==> config.mk <==
export PLATFORM = sky130hd
export DESIGN_NAME = system_clock_mode_and_power_control
export DESIGN_NICKNAME = d
export VERILOG_FILES = /design/src/include/clock_control_pkg.sv /design/src/rtl/system_clock_mode_and_power_control.sv
export VERILOG_INCLUDE_DIRS = /design/src /design/src/include
export SDC_FILE = /design/constraint.sdc
export NUM_CORES = 1
export LEC_CHECK = 0
export ABC_AREA = 1
export BUFFER_PORTS_ARGS = -buffer_cell sky130_fd_sc_hd__buf_4
export CAP_MARGIN = 20
export CORE_AREA = 2 2 89 91
export CTS_CLUSTER_SIZE = 12
export DETAILED_ROUTE_END_ITERATION = 7
export DIE_AREA = 0 0 91 93
export PLACE_DENSITY_LB_ADDON = 0.2
export SETUP_SLACK_MARGIN = 0.05
export SLEW_MARGIN = 10
export SYNTH_ARGS = -nofsm -noshare
export SYNTH_HDL_FRONTEND = slang
export SYNTH_HIERARCHICAL = 1
export SYNTH_SLANG_ARGS = --single-unit
==> constraint.sdc <==
create_clock -name pclk -period 2.78 [get_ports pclk]
set_clock_uncertainty 0.2 [all_clocks]
set_input_delay 0.139 -clock pclk [delete_from_list [all_inputs] [get_ports pclk]]
set_output_delay 0.139 -clock pclk [all_outputs]
set_load 0.05 [all_outputs]
==> src/include/clock_control_map.svh <==
`ifndef CLOCK_CONTROL_MAP_SVH
`define CLOCK_CONTROL_MAP_SVH

// apb register byte offsets
`define CCM_CPU_MODE_OFFSET 12'h000
`define CCM_MISC_OFFSET 12'h004
`define CCM_STATUS_OFFSET 12'h008
`define CCM_PRESCALER_OFFSET 12'h00c
`define CCM_TIMER_OFFSET 12'h010

// cpu mode register fields
`define CCM_CPU_SUB_EN_BIT 4
`define CCM_CPU_MAIN_STOP_BIT 5
`define CCM_CPU_SPEED_LSB 6
`define CCM_CPU_SPEED_MSB 7
`define CCM_CPU_MODE_RESET 8'h80

// misc clock control register fields
`define CCM_MISC_STAB_BIT 0
`define CCM_MISC_AUTO_EN_BIT 1
`define CCM_MISC_AUTO_WAIT_BIT 2
`define CCM_MISC_AUTO_START_BIT 3
`define CCM_MISC_RESET 8'h00

// speed field codes
`define CCM_SPEED_HIGH 2'h0
`define CCM_SPEED_LOW 2'h1
`define CCM_SPEED_MIDDLE 2'h2

// divide ratios
`define CCM_DIV_MIDDLE 4'h8
`define CCM_DIV_HALF 4'h2
`define CCM_DIV_PRESCALE 5'h10

// stop release preload values
`define CCM_PRESCALER_PRELOAD 8'hff
`define CCM_TIMER_PRELOAD 8'h01

// auto switch delay in low-speed machine cycles (midpoints of 4.5-5.5 and 6.5-7.5)
`define CCM_AUTO_WAIT_SHORT 4'h5
`define CCM_AUTO_WAIT_LONG 4'h7

`endif

==> src/include/clock_control_pkg.sv <==
package clock_control_pkg;

    typedef enum logic [1:0] {
        run_state,
        wait_state,
        stop_state,
        release_state
    } power_state_type;

    typedef struct packed {
        logic [1:0] speed;
        logic main_stop;
        logic sub_enable;
    } cpu_mode_type;

    typedef struct packed {
        logic auto_start;
        logic auto_wait_long;
        logic auto_enable;
        logic stab_skip;
    } misc_control_type;

endpackage

==> src/rtl/system_clock_mode_and_power_control.sv <==
// The implementer's own choices: the APB interface to the registers and the register addresses.
`include "clock_control_map.svh"

module system_clock_mode_and_power_control (
    // apb
    input wire logic pclk,
    input wire logic presetn,
    input wire logic psel,
    input wire logic penable,
    input wire logic pwrite,
    input wire logic [11:0] paddr,
    input wire logic [31:0] pwdata,
    output logic [31:0] prdata,
    output logic pready,
    output logic pslverr,
    // oscillator inputs, sampled as levels
    input wire logic main_oscillator_input,
    input wire logic sub_oscillator_input,
    // cpu events
    input wire logic stop_instruction,
    input wire logic wait_instruction,
    input wire logic interrupt_accepted,
    input wire logic external_interrupt,
    // two-wire bus lines
    input wire logic scl_in,
    input wire logic sda_in,
    // clock and oscillator control
    output logic internal_clock,
    output logic main_osc_enable,
    output logic sub_osc_enable,
    output logic sub_pins_as_port
);

    clock_control_pkg::cpu_mode_type cpu_mode_register;
    clock_control_pkg::misc_control_type misc_clock_control_register;
    clock_control_pkg::power_state_type state;
    logic [7:0] prescaler;
    logic [7:0] timer;
    logic [3:0] div_count;
    logic [4:0] pre_div;
    logic scl_change;
    logic sda_change;
    logic [3:0] auto_count;
    logic auto_pending;
    logic [31:0] next_prdata;
    logic write_take;
    logic read_take;
    logic addr_ok;
    logic main_edge;
    logic sub_edge;
    logic src_edge;
    logic [3:0] div_ratio;
    logic phase_tick;
    logic low_speed;
    logic bus_edge;
    logic underflow;
    logic write_cpu_mode;
    logic write_misc;
    logic write_prescaler;
    logic write_timer;

    assign write_take = psel && penable && pwrite && pready;
    assign read_take = psel && !penable && !pwrite;
    assign low_speed = cpu_mode_register.speed == `CCM_SPEED_LOW;
    assign bus_edge = scl_change || sda_change;
    assign underflow = prescaler == 8'h00 && timer == 8'h00;
    assign write_cpu_mode = write_take && paddr == `CCM_CPU_MODE_OFFSET;
    assign write_misc = write_take && paddr == `CCM_MISC_OFFSET;
    assign write_prescaler = write_take && paddr == `CCM_PRESCALER_OFFSET;
    assign write_timer = write_take && paddr == `CCM_TIMER_OFFSET;

    always_comb begin
        addr_ok = 1'b1;
        next_prdata = 32'h00000000;
        unique case (paddr)
            `CCM_CPU_MODE_OFFSET: next_prdata[7:0] = {cpu_mode_register.speed,
                cpu_mode_register.main_stop, cpu_mode_register.sub_enable, 4'h0};
            `CCM_MISC_OFFSET: next_prdata[3:0] = misc_clock_control_register;
            `CCM_STATUS_OFFSET: next_prdata[1:0] = state;
            `CCM_PRESCALER_OFFSET: next_prdata[7:0] = prescaler;
            `CCM_TIMER_OFFSET: next_prdata[7:0] = timer;
            default: addr_ok = 1'b0;
        endcase
    end

    // apb slave: read data latched in setup, answer in access with no wait
    always_ff @(posedge pclk or negedge presetn) begin
        if (!presetn) begin
            prdata <= 32'h00000000;
            pready <= 1'b0;
            pslverr <= 1'b0;
        end else begin
            pready <= psel && !penable;
            pslverr <= psel && !penable && !addr_ok;
            if (read_take) begin
                prdata <= next_prdata;
            end
        end
    end

    // cpu mode register
    always_ff @(posedge pclk or negedge presetn) begin
        if (!presetn) begin
            cpu_mode_register <= clock_control_pkg::cpu_mode_type'(
                4'(`CCM_CPU_MODE_RESET >> `CCM_CPU_SUB_EN_BIT));
        end else if (state == clock_control_pkg::run_state && low_speed && auto_pending
                     && auto_count == 4'h0) begin
            cpu_mode_register.speed <= `CCM_SPEED_MIDDLE;
            cpu_mode_register.main_stop <= 1'b0;
        end else if (write_cpu_mode) begin
            cpu_mode_register.speed <= pwdata[`CCM_CPU_SPEED_MSB:`CCM_CPU_SPEED_LSB];
            cpu_mode_register.main_stop <= pwdata[`CCM_CPU_MAIN_STOP_BIT];
            cpu_mode_register.sub_enable <= pwdata[`CCM_CPU_SUB_EN_BIT];
        end
    end

    // misc control; start bit self-clears when the switch completes
    always_ff @(posedge pclk or negedge presetn) begin
        if (!presetn) begin
            misc_clock_control_register <=
                clock_control_pkg::misc_control_type'(4'(`CCM_MISC_RESET));
        end else if (write_misc) begin
            misc_clock_control_register <= pwdata[3:0];
        end else if (!low_speed) begin
            misc_clock_control_register.auto_start <= 1'b0;
        end
    end

    // auto switch trigger and delay in low-speed machine cycles
    always_ff @(posedge pclk or negedge presetn) begin
        if (!presetn) begin
            auto_pending <= 1'b0;
            auto_count <= 4'h0;
        end else if (!low_speed) begin
            auto_pending <= 1'b0;
        end else if (!auto_pending) begin
            if ((misc_clock_control_register.auto_enable && bus_edge)
                || misc_clock_control_register.auto_start) begin
                auto_pending <= 1'b1;
                auto_count <= misc_clock_control_register.auto_wait_long ?
                    `CCM_AUTO_WAIT_LONG : `CCM_AUTO_WAIT_SHORT;
            end
        end else if (phase_tick && internal_clock && auto_count != 4'h0) begin
            auto_count <= auto_count - 4'h1;
        end
    end

    level_edge_watch #(
        .idle_level(1'b0)
    ) i_level_edge_watch_main (
        .pclk(pclk),
        .presetn(presetn),
        .level(main_oscillator_input),
        .rise(main_edge),
        .change()
    );

    level_edge_watch #(
        .idle_level(1'b0)
    ) i_level_edge_watch_sub (
        .pclk(pclk),
        .presetn(presetn),
        .level(sub_oscillator_input),
        .rise(sub_edge),
        .change()
    );

    level_edge_watch #(
        .idle_level(1'b1)
    ) i_level_edge_watch_scl (
        .pclk(pclk),
        .presetn(presetn),
        .level(scl_in),
        .rise(),
        .change(scl_change)
    );

    level_edge_watch #(
        .idle_level(1'b1)
    ) i_level_edge_watch_sda (
        .pclk(pclk),
        .presetn(presetn),
        .level(sda_in),
        .rise(),
        .change(sda_change)
    );

    // source select and divide ratio
    always_comb begin
        src_edge = main_edge;
        div_ratio = `CCM_DIV_HALF;
        unique case (cpu_mode_register.speed)
            `CCM_SPEED_LOW: src_edge = sub_edge;
            `CCM_SPEED_MIDDLE: div_ratio = `CCM_DIV_MIDDLE;
            default: div_ratio = `CCM_DIV_HALF;
        endcase
    end

    // toggle internal clock every half ratio of source edges
    always_ff @(posedge pclk or negedge presetn) begin
        if (!presetn) begin
            div_count <= 4'h0;
        end else if (src_edge) begin
            if (div_count >= (div_ratio >> 1) - 4'h1) begin
                div_count <= 4'h0;
            end else begin
                div_count <= div_count + 4'h1;
            end
        end
    end
    assign phase_tick = src_edge && div_count >= (div_ratio >> 1) - 4'h1;

    always_ff @(posedge pclk or negedge presetn) begin
        if (!presetn) begin
            internal_clock <= 1'b1;
        end else if (state != clock_control_pkg::run_state) begin
            internal_clock <= 1'b1;
        end else if (phase_tick) begin
            internal_clock <= !internal_clock;
        end
    end

    // power state machine
    always_ff @(posedge pclk or negedge presetn) begin
        if (!presetn) begin
            state <= clock_control_pkg::run_state;
        end else begin
            unique case (state)
                clock_control_pkg::run_state: begin
                    if (stop_instruction) begin
                        state <= clock_control_pkg::stop_state;
                    end else if (wait_instruction) begin
                        state <= clock_control_pkg::wait_state;
                    end
                end
                clock_control_pkg::wait_state: begin
                    if (interrupt_accepted) begin
                        state <= clock_control_pkg::run_state;
                    end
                end
                clock_control_pkg::stop_state: begin
                    if (external_interrupt) begin
                        state <= clock_control_pkg::release_state;
                    end
                end
                clock_control_pkg::release_state: begin
                    if (underflow) begin
                        state <= clock_control_pkg::run_state;
                    end
                end
            endcase
        end
    end

    // prescaler 12 and timer 1 chain
    always_ff @(posedge pclk or negedge presetn) begin
        if (!presetn) begin
            pre_div <= 5'h00;
            prescaler <= 8'h00;
            timer <= 8'h00;
        end else if (state == clock_control_pkg::run_state && stop_instruction) begin
            if (!misc_clock_control_register.stab_skip) begin
                prescaler <= `CCM_PRESCALER_PRELOAD;
                timer <= `CCM_TIMER_PRELOAD;
            end
        end else if (write_prescaler) begin
            prescaler <= pwdata[7:0];
        end else if (write_timer) begin
            timer <= pwdata[7:0];
        end else if (state == clock_control_pkg::release_state && src_edge) begin
            if (pre_div == `CCM_DIV_PRESCALE - 5'h01) begin
                pre_div <= 5'h00;
                if (prescaler == 8'h00) begin
                    prescaler <= `CCM_PRESCALER_PRELOAD;
                    timer <= timer - 8'h01;
                end else begin
                    prescaler <= prescaler - 8'h01;
                end
            end else begin
                pre_div <= pre_div + 5'h01;
            end
        end
    end

    // oscillator enables
    always_ff @(posedge pclk or negedge presetn) begin
        if (!presetn) begin
            main_osc_enable <= 1'b1;
            sub_osc_enable <= 1'b0;
            sub_pins_as_port <= 1'b1;
        end else begin
            main_osc_enable <= state != clock_control_pkg::stop_state
                && !(low_speed && cpu_mode_register.main_stop && !auto_pending);
            sub_osc_enable <= state != clock_control_pkg::stop_state
                && cpu_mode_register.sub_enable;
            sub_pins_as_port <= !cpu_mode_register.sub_enable;
        end
    end

endmodule

// registered copy of a level pin and its edges
module level_edge_watch #(
    parameter logic idle_level = 1'b0
) (
    // clock and reset
    input wire logic pclk,
    input wire logic presetn,
    // watched pin
    input wire logic level,
    // edges seen this cycle
    output logic rise,
    output logic change
);

    logic level_d;

    // reset to the idle level so no false edge follows reset
    always_ff @(posedge pclk or negedge presetn) begin
        if (!presetn) begin
            level_d <= idle_level;
        end else begin
            level_d <= level;
        end
    end

    assign rise = level && !level_d;
    assign change = level != level_d;

endmodule

==> summary.md, run 1 <==
| Metric | Value |
|---|---|
| Max-Cap Viols | `0` |
| Post-layout util | `62.4%` |
| Outcome | `finished, final reports clean` |
| Gate Count Post-Synth | `546` |
| Vias/cell | `5.06` |
| Power density over cell area | `748 mW/mm²` |
| Critical setup path kind | `flop to flop` |
| Yosys warning total | `6` |
| GRT overflow | `0` |
| Total track usage | `24.1%` |
| Pint | `0.00206 W` |
| Clk_lat worst skew | `0.34 ns` |
| Vias | `3675` |
| CP top delay family | `buffers and inverters` |
| Relative slew slack | `51.2%` |
| RSZ-0062 raised after global routing | `false` |
| Setup Viol. Count Final | `0` |
| CP max stage delay | `approximately 0.55 ns` |
| Post-synthesis instance area | `0.00394 mm²` |
| Synth-to-layout area growth | `19.2%` |
| Hold/Removal Path Class | `input pin to flop` |
| Initial DRC Count | `roughly 280` |
| Final hold slack | `0.105 ns` |
| CTS buffer count | `9` |
| Most frequent CP cell | `nand2_1` |
| Initial antenna violation count | `0` |
| CTS clk-pin slew, worst paths | `approximately 0.07 ns` |
| GRT busiest layer | `met2` |
| Final TNS setup | `0 ns` |
| Number of H-tree levels | `3` |
| CP max FO | `7` |
| WL final | `around 9500 µm` |
| Hold Fails Final Rpt | `0` |
| Gate power share | `41.9%` |
| Clock sink count | `58` |
| Core area | `0.00753 mm²` |
| Initial Util | `52.3%` |
| Root buffer cell | `clkbuf_8` |
| Crit path capture type | `flop` |
| Worst-path cell chain | `inv_1 -> ha_1 -> nand2_1 -> nor2_2 -> nand2_1 -> o21ai_0 -> nand2_1 -> o21bai_1 -> dlygate4sd3_1 -> inv_1` |
| Post-CTS Setup Bufs | `0` |
| Final nets | `689` |
| Final Critical Period | `roughly 2.5 ns` |
| Input/output buffers | `46` |
| Peak Freq | `0.397 GHz` |
| Drt wl/cell | `13.1 µm` |
| GR Layer Usage met1 | `33.1%` |
| Fillers | `698` |
| Psw | `0.00145 W` |
| Pins over their slew limit | `0` |
| Critical path launch point type | `flop` |
| I/O pins | `95` |
| CTS tree | `built` |
| Placement Rows | `32` |
| # diodes | `0` |
| Layout cell share with drive strength beyond 1 | `roughly 17%` |
| GPL Wtd Cong | `0.918` |
| Clock power share | `23.3%` |
| Post-Syn Area per Cell | `7.21 µm²` |
| Crit share post-route | `90.6%` |
| Die ar. | `0.00846 mm²` |
| Share of power burned in registers | `34.8%` |
| Worst path bufs/invs | `3` |
| Worst-Margin Slew | `~0.73 ns` |
| Worst EP required | `2.82 ns` |
| # DRC | `0` |
| Peak supply drop | `0.432 mV` |
| Path depth of the worst reg2reg path | `10` |
| Vias in the first global route | `between 3000 and 4000` |
| Max Root-Sink Buffers | `2` |
| Die W | `91 µm` |
| Net Sw Frac | `41.4%` |
| DP Wirelength | `between 7000 and 8000 µm` |
| Critical Path Slowest Stage Cell | `dlygate4sd3_1` |
| Crit path arrival time | `2.56 ns` |
| Pin count of the biggest net entering global routing | `slightly below 60` |
| 1st-pass router iterations | `6` |
| Routed Antenna Nets | `0` |
| DIE HEIGHT | `slightly above 90 µm` |
| First-pass GRT wire length | `approximately 16000 µm` |
| Hold path cells | `6` |
| Lkg Pwr | `roughly 2.6 nW` |
| Met2 Track Usage GR | `37.8%` |
| GRT met3 Usage | `4.83%` |
| WP depth | `10` |
registers in the layout, indices dropped and copies added (netlist names):
signal                           count
i_level_edge_watch_main/level_d      1
timer                                8
misc_clock_control_register          4
i_level_edge_watch_scl/level_d       1
state                                2
sub_pins_as_port                     1
pre_div                              5
cpu_mode_register                    4
internal_clock                       1
prdata                               8
auto_count                           4
auto_pending                         1
prescaler                            8
sub_osc_enable                       1
i_level_edge_watch_sda/level_d       1
pslverr                              1
main_osc_enable                      1
pready                               1
div_count                            4
i_level_edge_watch_sub/level_d       1
tightest hold or removal path: stages:
cell and delay, ns:
buf_4 0.09, inv_1 0.04, nand2_1 0.07, nor2_1 0.14
nand2_1 0.10, nand2_1 0.04
path summary, 6_finish.rpt:
path / start / endpoint / slack [ns]
min: penable / prdata[6] / 0.10
max in group asynchronous: presetn / misc_clock_control_register[0] / 1.69
max reg2reg: prescaler[0] / state[0] / 0.26
max: prescaler[0] / state[0] / 0.26
min reg2reg: cpu_mode_register[0] / sub_pins_as_port / 0.27
min in group asynchronous: presetn / auto_count[2] / 0.20
repair_timing:
| item | 4_1_cts | 5_1_grt |
|---|---|---|
| endpoints found under the hold margin | 75 | 0 |
| hold buffers | 18 | 0 |
| setup endpoints to repair | 0 | 1 |
| gates resized for setup | 0 | 1 |
per-stage QoR:
stage               instance area, µm²  instances  setup slack (ns)  total power, W
floorplan                         4030        569             0.834         0.00231
global placement                  4310        692             0.667         0.00261
detailed placement                4310        692             0.615         0.00265
CTS                               4690        726             0.184         0.00351
global route                      4700        726            0.0888         0.00381
finish                            4700        726             0.262         0.00351
power groups by stage:
stage / Clock (W) / Combinational, W / Sequential, W
final: 0.000817 / 0.00147 / 0.00122
after global routing: 0.000870 / 0.00169 / 0.00125
after CTS: 0.000829 / 0.00147 / 0.00122
after detailed placement: 0 / 0.00142 / 0.00123
after global placement: 0 / 0.00138 / 0.00123
after floorplan: 0 / 0.00109 / 0.00122
placed cells by master (no fill, tap or decap), drive strengths merged, types with 2 or more instances in the layout:
cell type    instances
o211ai               9
dlygate4sd3         18
nor3                 5
nand2              182
a21oi                3
a21boi               2
xor2                 3
a31oi                2
nand3               51
buf                 50
nand4               12
o21ai               31
dfrtp               52
inv                 78
clkinv               2
conb                24
nor2                58
clkbuf              14
ha                  13
dfstp                6
area by class of cell:
class	count	area [µm²]	share of cell area [%]
Timing Repair Buffer	68	556	11.8
Inverter	79	297	6.31
Clock inverter	2	35.0	0.746
Tap cell	102	128	2.72
Clock buffer	14	173	3.68
Multi-Input combinational cell	403	2050	43.6
Sequential cell	58	1460	31.1
per-layer routing:
metal	up-vias	share of wire, %	wire length [µm]
met5	-	0	0
met1	1674	45	4290
met2	157	45	4310
li1	1825	-	-
met3	19	6.6	624
met4	0	2.7	252
Power figures use the tool's default switching activity.
==> inputs of run 2 (changes only) <==
--- a/config.mk
+++ b/config.mk
@@ -9,14 +9,13 @@
 export ABC_AREA = 1
 export BUFFER_PORTS_ARGS = -buffer_cell sky130_fd_sc_hd__buf_4
 export CAP_MARGIN = 20
-export CORE_AREA = 2 2 89 91
+export CORE_AREA = 2 2 88 90
 export CTS_CLUSTER_SIZE = 12
 export DETAILED_ROUTE_END_ITERATION = 7
-export DIE_AREA = 0 0 91 93
+export DIE_AREA = 0 0 90 92
 export PLACE_DENSITY_LB_ADDON = 0.2
 export SETUP_SLACK_MARGIN = 0.05
 export SLEW_MARGIN = 10
 export SYNTH_ARGS = -nofsm -noshare
 export SYNTH_HDL_FRONTEND = slang
-export SYNTH_HIERARCHICAL = 1
 export SYNTH_SLANG_ARGS = --single-unit
==> summary.md, run 2 <==
| Metric | Value |
|---|---|
| Outcome | `finished, final reports clean` |
| Commonest non-fill, non-tap cells in the layout | `nand2_1 (160), inv_1 (63), nand3_1 (56), dfrtp_1 (52), buf_4 (47)` |
| End of the critical path | `auto_count[3]` |
| Pwr Total | `0.00252 W (-28%)` |
| Root buffer cell | `clkbuf_8` |
| Initial DRC Count | `220 (-22%)` |
| Synth Flop Type | `dfrtp_1` |
| 1st-pass router iterations | `5 (-1)` |
| GPL Wtd Cong | `0.944 (+2.9%)` |
| Clock sink count | `58 (unchanged)` |
| Critical path launch point type | `flop` |
| GRT overflow | `0 (unchanged)` |
| Register bit total from synthesis | `58` |
| DIE HEIGHT | `92 µm (-1.1%)` |
| R2r endpoint | `auto_count[3]` |
| Input/output buffers | `46 (unchanged)` |
| Core area | `0.00745 mm² (-1.1%)` |
| Initial antenna violation count | `0 (unchanged)` |
| Yosys warning total | `0 (-6)` |
| Path depth of the worst reg2reg path | `13 (+3)` |
| Worst path bufs/invs | `3 (unchanged)` |
| Relative slew slack | `51.1% (-0.12 points)` |
| Initial Util | `51.4% (-0.97 points)` |
| Power density over cell area | `553 mW/mm² (-26%)` |
| Final TNS setup | `0 ns (unchanged)` |
| Peak Freq | `0.463 GHz (+17%)` |
| Worst Setup SP | `cpu_mode_register[3]` |
| Yosys top cell area share | `34.0%` |
| Crit path capture type | `flop` |
| Clk_lat worst skew | `0.35 ns (about the same)` |
| WP depth | `13 (+3)` |
| Final hold slack | `0.0358 ns (-0.0689 ns)` |
| Routed Antenna Nets | `0 (unchanged)` |
| Hold Fails Final Rpt | `0 (unchanged)` |
| Peak supply drop | `0.379 mV (-12%)` |
| First-pass GRT wire length | `16300 µm (+2.1%)` |
| # diodes | `0 (unchanged)` |
| Crit share post-route | `77.7% (-13 points)` |
| Number of H-tree levels | `3 (unchanged)` |
| Vias in the first global route | `3452 (+2.4%)` |
| Reg2reg start | `cpu_mode_register[3]` |
| Largest regs | `prdata (8), prescaler (8), timer (8)` |
| Top cells by area, synth | `dfrtp_1 (34%), nand2_1 (16%), nand3_1 (7.3%)` |
| Hold/Removal Path Class | `input pin to flop` |
| Post-synthesis async set-or-reset flop share | `100%` |
| Max-Cap Viols | `0 (unchanged)` |
| RSZ-0062 raised after global routing | `false` |
| Critical Path Slowest Stage Cell | `dfstp_2` |
| Multi-input logic area | `0.00198 mm² (-3.2%)` |
| Most common cell in the netlist | `nand2_1` |
| Drt wl/cell | `13.7 µm (+4.7%)` |
| DP Wirelength | `7150 µm (-0.44%)` |
| WL final | `9620 µm (+1.5%)` |
| CP max FO | `5 (-2)` |
| Final Critical Period | `2.16 ns (-0.358 ns)` |
| Synth-to-layout area growth | `19.1% (about the same)` |
| Post-Syn Area per Cell | `7.27 µm² (+0.80%)` |
| Post-synthesis instance area | `0.00382 mm² (-2.9%)` |
| Critical setup path kind | `flop to flop` |
| Placement Rows | `32 (unchanged)` |
| Vias/cell | `5.06 (about the same)` |
| Count of cell types in the netlist | `38` |
| Vias | `3561 (-3.1%)` |
| CP max stage delay | `0.52 ns (-0.03 ns)` |
| Reg area | `0.00146 mm² (unchanged)` |
| # DRC | `0 (unchanged)` |
| Leading area contributor after synthesis | `dfrtp_1` |
| Die W | `90 µm (-1.1%)` |
| Worst-path cell chain | `inv_2 -> nor2_1 -> inv_1 -> ha_1 -> o21ai_0 -> nand2_1 -> nand2_1 -> inv_1 -> nand3_1 -> nand2_1 -> nand2_1 -> nand2_1 -> nand2_1` |
| Final nets | `663 (-3.8%)` |
| Most frequent CP cell | `nand2_1` |
| Total track usage | `24.8% (+0.70 points)` |
| CTS buffer count | `9 (unchanged)` |
| Most common cell after layout, fill and taps aside | `nand2_1` |
| Pin count of the biggest net entering global routing | `59 (unchanged)` |
| Worst EP required | `2.82 ns (about the same)` |
| EDFF count, synth | `0` |
| Setup Viol. Count Final | `0 (unchanged)` |
| Post-synthesis sequential area ratio | `38.1%` |
| CP top delay family | `simple AND/OR/NAND/NOR gates` |
| Layout cell share with drive strength beyond 1 | `17.4% (+0.78 points)` |
| Crit path arrival time | `2.20 ns (-0.36 ns)` |
| CTS tree | `built` |
| CTS clk-pin slew, worst paths | `0.07 ns (about the same)` |
| I/O pins | `95 (unchanged)` |
| Worst-Margin Slew | `0.733 ns (+0.00181 ns)` |
| Synth cell count leaders | `nand2_1 (160), inv_1 (63), nand3_1 (56), dfrtp_1 (52), nor2_1 (43)` |
| Post_cts resized | `0 (unchanged)` |
| Gate Count Post-Synth | `526 (-3.7%)` |
| Fillers | `704 (+0.86%)` |
| Max Root-Sink Buffers | `2 (unchanged)` |
| Lkg Pwr | `2.52 nW (-4.1%)` |
| Pins over their slew limit | `0 (unchanged)` |
| Die ar. | `0.00828 mm² (-2.2%)` |
| FF-to-FF setup slack | `0.62 ns (+0.36 ns)` |
-- run 2: tightest hold or removal path, cell delays in order --
cell and delay (ns):
buf_4 0.11, nor3b_2 0.07, nand3_2 0.14, a21oi_1 0.09
-- run 2: cell type report --
class,count,share of cell area (%)
Clock buffer,11,3.10
Clock inverter,5,1.18
Inverter,68,5.66
Timing Repair Buffer,65,11.7
Tap cell,102,2.80
Multi-Input combinational cell,395,43.5
Sequential cell,58,32.0
-- run 2: stage by stage --
step	cells	area [µm²]	utilization, %	setup slack, ns
global placement	670	4180	56.1	0.662
CTS	704	4560	61.2	0.621
detailed placement	670	4180	56.1	0.639
finish	704	4560	61.2	0.619
floorplan	549	3910	-	0.811
global route	704	4560	61.2	0.422
-- run 2: worst min path at each step --
stage              from                              to  cells past startpoint
2_1_floorplan   presetn                   auto_count[0]                      0
3_3_place_gp    presetn  i_level_edge_watch_sub.level_d                      1
3_5_place_dp    presetn  i_level_edge_watch_sub.level_d                      1
4_1_cts        paddr[3]  misc_clock_control_register[0]                      4
5_1_grt        paddr[3]  misc_clock_control_register[0]                      4
6_report       paddr[3]  misc_clock_control_register[0]                      4
-- run 2: routing by layer --
layer  track usage, %  vias to the layer above  routed length [µm]
met5                0                        -                   0
met4             11.7                        0                 277
met3             3.86                       22                 482
met2             39.7                      102                4470
met1             33.1                     1666                4390
li1                 -                     1771                   -
-- run 2: repair_timing --
item                                   CTS  global route
hold buffers                            18             0
buffers inserted                         0             0
setup endpoints to repair                0             0
endpoints found under the hold margin   76             0
-- run 2: cell families after synthesis --
group / count (synthesis) / synth area share (%)
AND/OR/NAND/NOR: 304 / 37.6
buffers and inverters: 96 / 12.3
flip-flops: 58 / 38.1
AO/OA/AOI/OAI: 51 / 7.36
adder cells (fa/ha/maj): 9 / 2.94
XOR/XNOR: 7 / 1.60
other: 1 / 0.0980
-- run 2: report_power, final --
part           leakage [nW]  internal [W]  switching, W
Sequential            0.753      0.000946     0.0000814
Clock                 0.103      0.000435      0.000351
Combinational          1.67      0.000230      0.000476
